File: src/pixel_in_regs.svh
`ifndef PIXEL_IN_REGS_SVH
`define PIXEL_IN_REGS_SVH

// register byte offsets
`define CTRL_OFFSET 12'h000
`define STATUS_OFFSET 12'h004
`define COUNT_OFFSET 12'h008
`define ADDR_WIDTH 12

// control fields
`define CTRL_DUAL_BIT 0
`define CTRL_BAL_BIT 1
`define CTRL_EDGE_BIT 2
`define CTRL_POL_BIT 3
`define CTRL_PDN_BIT 4
`define CTRL_RESET 32'h0000_0000

// status fields
`define STAT_FULL_BIT 0
`define STAT_DROP_BIT 1

`endif

File: src/pixel_in_pkg.sv
package pixel_in_pkg;

    // one captured pixel clock: up to two ports of two half words
    typedef struct packed {
        logic [47:0] rgb;
        logic dual;
        logic balanced;
        logic active;
        logic hsync;
        logic vsync;
        logic de;
    } pixel_word_type;

    // pin-side control inputs
    typedef struct packed {
        logic hsync;
        logic vsync;
        logic de;
    } sync_pins_type;

    // mode settings as decoded from straps or register
    typedef struct packed {
        logic dual;
        logic balanced;
        logic fall_first;
        logic de_high_active;
        logic power_down_n;
    } mode_type;

endpackage

File: src/pixel_input_ctrl.sv
// Functional notes
// (RULE1) single port: capture only low twelve inputs
// (RULE2) dual port: low and high twelve ports
// (RULE3) port select low single, high dual
// (RULE4) host drives enable high while data valid
// (RULE5) polarity strap picks active enable level
// (RULE6) edge strap high falling first, low rising
// (RULE7) power-down low: outputs released, device idle
// (RULE8) balance strap high selects balanced encoding
// (RULE9) open straps read as low
// (RULE10) board holds double-rate enable pin high
// (RULE11) first half primary edge, second opposite edge
// (RULE12) balanced: syncs forwarded only during blanking
`include "pixel_in_regs.svh"

module pixel_input_ctrl #(
    parameter int HALF_WIDTH = 12
) (
    input wire logic pclk,
    input wire logic presetn,
    input wire logic [2*HALF_WIDTH-1:0] pixel_half_word_inputs,
    input wire pixel_in_pkg::sync_pins_type sync_pins,
    input wire logic port_count_strap,
    input wire logic balance_mode_strap,
    input wire logic capture_edge_strap,
    input wire logic enable_polarity_strap,
    input wire logic power_down_n,
    input wire logic double_rate_enable_or_serial_clock,
    input wire logic [11:0] paddr,
    input wire logic psel,
    input wire logic penable,
    input wire logic pwrite,
    input wire logic [31:0] pwdata,
    output logic [31:0] prdata,
    output logic pready,
    output logic pslverr,
    output pixel_in_pkg::pixel_word_type out_word,
    output logic out_valid,
    input wire logic out_ready,
    output logic out_enable
);
    import pixel_in_pkg::*;

    localparam int W = HALF_WIDTH;

    // two-stage sync of every pin; first stage read only by second
    logic [2*W-1:0] d_meta_ff, d_sync_ff;
    logic [2*W-1:0] dn_sync_ff;
    sync_pins_type s_meta_ff, s_sync_ff;
    logic [5:0] strap_meta_ff, strap_sync_ff;

    always_ff @(posedge pclk or negedge presetn) begin
        if (!presetn) begin
            d_meta_ff <= '0;
            d_sync_ff <= '0;
            s_meta_ff <= '0;
            s_sync_ff <= '0;
            strap_meta_ff <= '0; // open straps read low, see (RULE9)
            strap_sync_ff <= '0;
        end else begin
            d_meta_ff <= pixel_half_word_inputs;
            d_sync_ff <= d_meta_ff;
            s_meta_ff <= sync_pins;
            s_sync_ff <= s_meta_ff;
            strap_meta_ff <= {double_rate_enable_or_serial_clock, power_down_n,
                enable_polarity_strap, capture_edge_strap, balance_mode_strap,
                port_count_strap};
            strap_sync_ff <= strap_meta_ff;
        end
    end

    // one clock only: the primary half is the older of two samples and the
    // opposite half the next one; d_sync_ff is already safe, so one stage
    always_ff @(posedge pclk or negedge presetn) begin
        if (!presetn) begin
            dn_sync_ff <= '0;
        end else begin
            dn_sync_ff <= d_sync_ff;
        end
    end

    // software control overrides nothing until written; straps are default
    logic [31:0] ctrl_ff;
    logic use_reg_ff;
    logic drop_ff;
    logic [31:0] count_ff;
    mode_type mode;

    always_comb begin
        mode.dual = use_reg_ff ? ctrl_ff[`CTRL_DUAL_BIT] : strap_sync_ff[0];
        mode.balanced = use_reg_ff ? ctrl_ff[`CTRL_BAL_BIT] : strap_sync_ff[1];
        mode.fall_first = use_reg_ff ? ctrl_ff[`CTRL_EDGE_BIT] : strap_sync_ff[2];
        mode.de_high_active = use_reg_ff ? ctrl_ff[`CTRL_POL_BIT] : strap_sync_ff[3];
        // power-down pin always wins; register can only add power-down
        mode.power_down_n = strap_sync_ff[4] & ~(use_reg_ff & ctrl_ff[`CTRL_PDN_BIT]);
    end

    // data active by selected enable level
    logic de_active;
    assign de_active = mode.de_high_active ? s_sync_ff.de : ~s_sync_ff.de; // see (RULE5) (RULE4)

    // assemble one pixel word from the two halves
    logic [W-1:0] first_lo, second_lo, first_hi, second_hi;
    pixel_word_type word_in;

    always_comb begin
        // primary half is the older sample, opposite half the next, see (RULE11)
        first_lo = dn_sync_ff[W-1:0];
        second_lo = d_sync_ff[W-1:0];
        first_hi = dn_sync_ff[2*W-1:W];
        second_hi = d_sync_ff[2*W-1:W];
        word_in = '0;
        word_in.rgb[2*W-1:0] = {second_lo, first_lo}; // see (RULE1)
        if (mode.dual) begin
            word_in.rgb[4*W-1:2*W] = {second_hi, first_hi}; // see (RULE2) (RULE3)
        end
        word_in.dual = mode.dual;
        word_in.balanced = mode.balanced; // see (RULE8)
        word_in.active = de_active;
        word_in.de = s_sync_ff.de;
        // balanced link carries controls only in blanking, see (RULE12)
        if (!mode.balanced || !de_active) begin
            word_in.hsync = s_sync_ff.hsync;
            word_in.vsync = s_sync_ff.vsync;
        end
    end

    // capture every other cycle so the two halves pair up cleanly
    logic phase_ff;
    logic in_valid;
    // edge strap shifts the pairing by one sample; flipping it mid-stream
    // may pair one half twice, so set it while the host is idle
    assign in_valid = (phase_ff ^ mode.fall_first) & mode.power_down_n; // see (RULE6)

    always_ff @(posedge pclk or negedge presetn) begin
        if (!presetn) begin
            phase_ff <= 1'b0;
        end else if (!mode.power_down_n) begin
            phase_ff <= 1'b0; // see (RULE7)
        end else begin
            phase_ff <= ~phase_ff;
        end
    end

    // two-entry skid buffer; a word arriving while it is full is dropped and sets drop_ff
    pixel_word_type buf_ff [2];
    logic [1:0] cnt_ff;
    logic rd_ptr_ff, wr_ptr_ff;
    logic in_ready;
    logic push, pop;
    assign in_ready = (cnt_ff != 2'd2);
    assign push = in_valid & in_ready;
    assign pop = out_valid & out_ready;

    always_ff @(posedge pclk or negedge presetn) begin
        if (!presetn) begin
            cnt_ff <= '0;
            rd_ptr_ff <= 1'b0;
            wr_ptr_ff <= 1'b0;
            buf_ff[0] <= '0;
            buf_ff[1] <= '0;
        end else if (!mode.power_down_n) begin
            cnt_ff <= '0; // see (RULE7)
            rd_ptr_ff <= 1'b0;
            wr_ptr_ff <= 1'b0;
        end else begin
            if (push) begin
                buf_ff[wr_ptr_ff] <= word_in;
                wr_ptr_ff <= ~wr_ptr_ff;
            end
            if (pop) begin
                rd_ptr_ff <= ~rd_ptr_ff;
            end
            cnt_ff <= cnt_ff + {1'b0, push} - {1'b0, pop};
        end
    end

    // registered output view of the buffer head
    always_ff @(posedge pclk or negedge presetn) begin
        if (!presetn) begin
            out_word <= '0;
            out_valid <= 1'b0;
            out_enable <= 1'b0;
        end else begin
            out_enable <= mode.power_down_n; // outputs released at power-down, see (RULE7)
            if (!out_valid || out_ready) begin
                out_valid <= 1'b0;
                if (cnt_ff != 2'd0 && mode.power_down_n && !(out_valid && cnt_ff == 2'd1)) begin
                    out_word <= out_valid ? buf_ff[~rd_ptr_ff] : buf_ff[rd_ptr_ff];
                    out_valid <= 1'b1;
                end
            end
            if (!mode.power_down_n) begin
                out_valid <= 1'b0;
            end
        end
    end

    // word counter and drop flag; drop set wins over clear
    always_ff @(posedge pclk or negedge presetn) begin
        if (!presetn) begin
            count_ff <= '0;
            drop_ff <= 1'b0;
        end else begin
            if (pop) begin
                count_ff <= count_ff + 32'h0000_0001;
            end
            if (in_valid && !in_ready) begin
                drop_ff <= 1'b1;
            end else if (psel && penable && pwrite && paddr == `STATUS_OFFSET
                    && pwdata[`STAT_DROP_BIT]) begin
                drop_ff <= 1'b0;
            end
        end
    end

    // apb slave: zero-wait, error on unmapped address
    logic hit;
    assign hit = (paddr == `CTRL_OFFSET) || (paddr == `STATUS_OFFSET)
        || (paddr == `COUNT_OFFSET);

    always_ff @(posedge pclk or negedge presetn) begin
        if (!presetn) begin
            ctrl_ff <= `CTRL_RESET;
            use_reg_ff <= 1'b0;
            prdata <= '0;
            pready <= 1'b0;
            pslverr <= 1'b0;
        end else begin
            pready <= psel & ~penable;
            pslverr <= psel & ~penable & ~hit;
            if (psel && penable && pwrite && paddr == `CTRL_OFFSET) begin
                ctrl_ff <= pwdata;
                use_reg_ff <= 1'b1;
            end
            if (psel && !penable && !pwrite) begin
                case (paddr)
                    `CTRL_OFFSET: prdata <= ctrl_ff;
                    `STATUS_OFFSET: prdata <= {30'h0, drop_ff, cnt_ff == 2'd2};
                    `COUNT_OFFSET: prdata <= count_ff;
                    default: prdata <= '0;
                endcase
            end
        end
    end

endmodule
File: config.mk
export PLATFORM = sky130hd
export DESIGN_NAME = pixel_input_ctrl
export DESIGN_NICKNAME = d
export VERILOG_FILES = /design/src/pixel_in_pkg.sv /design/src/pixel_input_ctrl.sv
export VERILOG_INCLUDE_DIRS = /design/src /design/src/src
export SDC_FILE = /design/constraint.sdc
export NUM_CORES = 1
export LEC_CHECK = 0
export ABC_AREA = 1
export BUFFER_PORTS_ARGS = -buffer_cell sky130_fd_sc_hd__buf_2
export CAP_MARGIN = 0
export CELL_PAD_IN_SITES_DETAIL_PLACEMENT = 0
export CELL_PAD_IN_SITES_GLOBAL_PLACEMENT = 1
export CORE_ASPECT_RATIO = 0.7
export CORE_MARGIN = 4
export CORE_UTILIZATION = 48
export CTS_CLUSTER_SIZE = 12
export DETAILED_ROUTE_END_ITERATION = 10
export HOLD_SLACK_MARGIN = 0.06
export PLACE_DENSITY = 0.85
export SETUP_SLACK_MARGIN = 0.5
export SYNTH_ARGS = -nofsm -noshare
export SYNTH_HDL_FRONTEND = slang
export SYNTH_SLANG_ARGS = --single-unit
File: constraint.sdc
create_clock -name pclk -period 3.4 [get_ports pclk]
set_input_delay 0.51 -clock pclk [delete_from_list [all_inputs] [get_ports pclk]]
set_output_delay 0.51 -clock pclk [all_outputs]
set_load 0.02 [all_outputs]
# Yosys cells after proc, flatten, opt, wreduce, memory -nomap -nowiden
# Cells that the tools add are included.
dict set report totals {
  regBits 357
  output_inout_bits 90
  word_cells 135
  input_bits 83
}
dict set report classes {
  bitwise 18
  n_reduce_logical 28
  n_mux 29
  n_addsub 3
  n_lt_le_gt_ge 4
  eq_ne 8
}
# cell n
set op_table {}
lappend op_table {{$mux W54} 8}
lappend op_table {{$bwmux W108} 1}
lappend op_table {{$pmux W32 S3} 1}
lappend op_table {{$demux W54 S1} 1}
lappend op_table {{$add A32 B1 Y32 const B} 1}
lappend op_table {{$mux W24} 1}
lappend op_table {{$mux W1} 15}
lappend op_table {{$eq A12 B3 Y1 const B} 1}
lappend op_table {{$eq A12 B4 Y1 const B} 1}
lappend op_table {{$logic_and A1 B1 Y1} 12}
lappend op_table {{$logic_not A12 Y1} 1}
lappend op_table {{$and A1 B1 Y1} 7}
lappend op_table {{$logic_not A1 Y1} 7}
lappend op_table {{$not A1 Y1} 7}
lappend op_table {{$ge A2 B2 Y1 const B} 3}
lappend op_table {{$ne A2 B1 Y1 const B} 3}
lappend op_table {{$not A1 Y2} 3}
lappend op_table {{$logic_or A1 B1 Y1} 4}
lappend op_table {{$mux W2} 2}
lappend op_table {{$reduce_and A2 Y1} 2}
lappend op_table {{$reduce_bool A2 Y1} 2}
lappend op_table {{$add A2 B1 Y2} 1}
lappend op_table {{$eq A2 B1 Y1 const B} 1}
lappend op_table {{$eq A2 B2 Y1 const B} 1}
lappend op_table {{4 further kinds} 4}

# Logic depth before layout (Yosys ltp)
dict set report logic_depth {
  ltp_word 8
  depth_mapped 11
}

# Worst setup path before layout
# Ideal clock, no wire load.
dict set report synth_path {
  path_type {register to register}
  start {register use_reg_ff}
  end {register cnt_ff[1]}
  t_arrival_ps 1547
  setup_ps 119
  synth_period_minus_slack_ps 1666
  stages_incl_launch_ff 11
  path_slack_ps 1734
  path_cell_list {dfrtp_1 buf_6 inv_4 nand2_2 nand3b_1 nand4_4 ha_1 inv_1 ha_1 xor2_1 nor2_1}
}
dict set report synth_via {
  elab_chain_len 8
}
# element line
set synth_rtl {}
lappend synth_rtl {{start, declared} pixel_input_ctrl.sv:84} ;# logic use_reg_ff;
lappend synth_rtl {{start signal, assigned} pixel_input_ctrl.sv:225} ;# use_reg_ff <= 1'b0;
lappend synth_rtl {{start signal, assigned} pixel_input_ctrl.sv:234} ;# use_reg_ff <= 1'b1;
lappend synth_rtl {{$and A1 B1 Y1} pixel_input_ctrl.sv:95} ;# mode.power_down_n = strap_sync_ff[4] & ~(use_reg_ff & ctrl_ff[`CTRL_PDN_BIT]);
lappend synth_rtl {{$not A1 Y1} pixel_input_ctrl.sv:95}
lappend synth_rtl {{$and A1 B1 Y1} pixel_input_ctrl.sv:95}
lappend synth_rtl {{$and A1 B1 Y1} pixel_input_ctrl.sv:133} ;# assign in_valid = (phase_ff ^ mode.fall_first) & mode.power_down_n;
lappend synth_rtl {{$and A1 B1 Y1} pixel_input_ctrl.sv:152} ;# assign push = in_valid & in_ready;
lappend synth_rtl {{$add A2 B1 Y2} pixel_input_ctrl.sv:174} ;# cnt_ff <= cnt_ff + {1'b0, push} - {1'b0, pop};
lappend synth_rtl {{$sub A2 B1 Y2} pixel_input_ctrl.sv:174}
lappend synth_rtl {{$mux W2 (*)} pixel_input_ctrl.sv:162} ;# end else if (!mode.power_down_n) begin
lappend synth_rtl {{end signal, assigned} pixel_input_ctrl.sv:174}
lappend synth_rtl {{end, declared} pixel_input_ctrl.sv:147} ;# logic [1:0] cnt_ff;
# Mark *: on every way between the ends. The rest lies on a longest branch, timed or not.
# A chain may end at the register's enable or synchronous reset.

==> reports/qor.txt <==
I/O pins - 173
grt ovf - 0
unrepaired setup endpoints after global routing - false
pwr dens - 705 mW/mm2
post-synthesis compound-gate area fraction - 0.0595
maxcap violations - 0
vias in the first global route - 10400
main combinational cell family by area after synthesis - simple AND/OR/NAND/NOR gates
Clk Latency, worst-skew pair - 0.52 ns
Mean Syn Cell Area - 8.91 um2
Area Overhead vs Synth - 15.1%
Synth Register Bits - 357
Rows - 53
htree depth - 2
final slew viol count - 0
Die W - 216 um
Reg2Reg Depth - 6
filler cell count - 2739
Sum Neg Setup Slack - 0 ns
dpl ws - 1.01 ns
Tmin final - 2.33 ns
clk_skew - 0.0224 ns
Initial Utilization - 0.486
total core area - 0.0299 mm2
antenna-violating nets left - 0
mux share of post-synthesis cell area - 0
CP required - 3.79 ns
clock slew at reported path FFs - 0.06 ns
Achievable Freq - 430 MHz
post-route setup slack - 1.07 ns
Port-buffer cells - 171
TritonCTS clock tree - done
synth warn - 0
nets@finish - 1882
Pwr Total - 0.0118 W
Antenna Cells - 0
cell count after synthesis - 1632
Synth Net Count - 1718
Clock Path Buffers - 3
DRC errors left - 0
crit path max fanout - 55
drt first-iter violations - 792
crit-path cells - a21boi_4 > inv_2 > nor2_4 > nand3_4 > nand2_1 > nand2_1
most frequent cells in the layout - nand2_1, dfrtp_1, inv_1
total routed wirelength - 33.3 mm
Placed Area - 0.0157 mm2
TritonRoute pass-1 iters - 7
post-route cell area - 0.0167 mm2
Routability Congestion - 0.915
HP Class - in -> reg
Peak VDD IR - 0.516 mV
Synth Area in Simple Gates - 0.232
commonest non-fill, non-tap cell in the layout - nand2_1
slowest stage delay, CP - 0.63 ns
Final setup viols - 0
status - finished, final reports clean
most used cell along the critical path - nand2_1
Cell variety after synth - 31
CTS root buffer - clkbuf_16
fraction of layout cells with a size suffix above 1 - 0.142
Slew HR - 0.300
Final Cycle Share - 0.684
Mapped Area - 0.0145 mm2
Avg WL per Cell - 15.0 um
Num CTS Buffers - 37
hold path cells - 1
pin count of the biggest net entering global routing - 93
CP endpoint kind - register
dpl hpwl - 21.3 mm
Tot GR Track Use - 0.204
xor/xnor cell area share of the yosys netlist - 0.0144
global-route wire length before repair - 55.4 mm
CP Class - reg -> reg
clock sink total - 357
initial antenna violation count - 0
Vias/cell - 4.83
via count - 10700
Startpoint Class - register
Critical Path Slowest Stage Cell - nand3_4
Worst Max-Slew Pin Slew - 1.05 ns
register area share after synthesis - 0.615
WP data arrival - 2.72 ns
Die ar. - 0.0332 mm2
Die H - 154 um
count of final hold-check violations - 0
LEAKAGE - 8.95 nW
area share of fa/ha/maj cells after synthesis - 0.00258
cell families (layout without fill, tap and decap cells):
kind of cell / after synthesis / after routing
and+or+nand+nor: 838 / 838
buffers and inverters: 242 / 419
adders and majority gates: 3 / 3
xor gates and xnor gates: 23 / 23
DFF: 357 / 357
AOI/OAI and AO/OA: 169 / 169
synthesized netlist by cell type:
cell / count / share of area
xnor2_1: 2 / 0.0012
nand4_4: 1 / 0.0015
clkbuf_1: 22 / 0.0057
nand2_1: 667 / 0.17
o21ai_0: 120 / 0.041
inv_2: 2 / 0.00052
buf_4: 3 / 0.0015
inv_4: 1 / 0.00043
nand3b_1: 2 / 0.0010
inv_1: 171 / 0.044
o211ai_1: 1 / 0.00052
clkinv_1: 1 / 0.00026
dfrtp_1: 357 / 0.61
buf_6: 24 / 0.019
xor2_1: 20 / 0.012
a21oi_1: 2 / 0.00069
xor2_2: 1 / 0.0011
o21a_1: 1 / 0.00052
nand3_1: 71 / 0.024
nand2_2: 2 / 0.00086
buf_2: 16 / 0.0055
nor2_4: 5 / 0.0039
nand3_4: 2 / 0.0024
clkbuf_2: 2 / 0.00069
nand4_1: 9 / 0.0039
ha_1: 3 / 0.0026
nor2_1: 70 / 0.018
a21boi_4: 1 / 0.0013
o21ai_1: 44 / 0.015
nor2_2: 3 / 0.0013
nor3_1: 6 / 0.0021
critical path, delay by kind of cell, from the launching register on:
kind                   cells  cell delay, ns
and+or+nand+nor            4            1.15
AOI/OAI and AO/OA          1            0.37
DFF                        1            0.51
buffers and inverters      1            0.14
registers in the layout (all words and copies together) (netlist names), 5 cells and up:
signal,count
buf_ff,108
count_ff,32
ctrl_ff,32
d_meta_ff,24
d_sync_ff,24
dn_sync_ff,24
out_word,54
prdata,32
strap_meta_ff,5
strap_sync_ff,5
area by class of cell:
class,count,area (um2),area share
repair buffers,192,1090,0.0651
well taps,412,515,0.0308
multi-input cells,1033,4500,0.269
flip-flops and latches,357,8930,0.534
inverters,175,661,0.0395
clock inverters,5,36.3,0.00217
clock buffers,47,993,0.0594
worst paths after layout:
kind,from,slack [ns],endpoint
setup / recovery,use_reg_ff,1.07,buf_ff[66]
hold / removal,pixel_half_word_inputs[8],0.09,d_meta_ff[8]
setup reg to reg,use_reg_ff,1.07,buf_ff[66]
hold reg to reg,d_meta_ff[21],0.35,d_sync_ff[21]
max in group asynchronous,presetn,1.80,ctrl_ff[8]
min in group asynchronous,presetn,0.64,dn_sync_ff[11]
layer usage:
layer | global-route usage | part of all wire | up-vias
met3 | 0.0409 | 0.053 | 36
met4 | 0.0372 | 0.013 | 0
met5 | 0 | 0 | -
met1 | 0.319 | 0.51 | 5126
li1 | - | - | 5331
met2 | 0.301 | 0.42 | 225
where the power goes:
| group | leakage (nW) | internal, W | switching (W) | total (W) |
|---|---|---|---|---|
| combinational | 3.98 | 0.000886 | 0.00168 | 0.00257 |
| clock | 0.507 | 0.00204 | 0.00155 | 0.00359 |
| sequential | 4.46 | 0.00514 | 0.000495 | 0.00563 |
| total | 8.95 | 0.00807 | 0.00373 | 0.0118 |
timing repair:
| item | 4_1_cts | 5_1_grt |
|---|---|---|
| hold buffers | 1 | 0 |
| endpoints found under the setup margin | 0 | 0 |
| buffers inserted | 0 | 0 |
| gates resized for setup | 0 | 0 |
| hold endpoints to repair | 24 | 0 |
metrics by stage:
step	cells	hold WS [ns]	util
global placement	2168	0.333	0.525
finish	2221	0.0940	0.559
detailed placement	2168	0.335	0.525
floorplan	1632	0.214	-
CTS	2221	0.0638	0.559
global route	2221	0.0693	0.559
No activity file was read; power rests on OpenSTA's default activity.
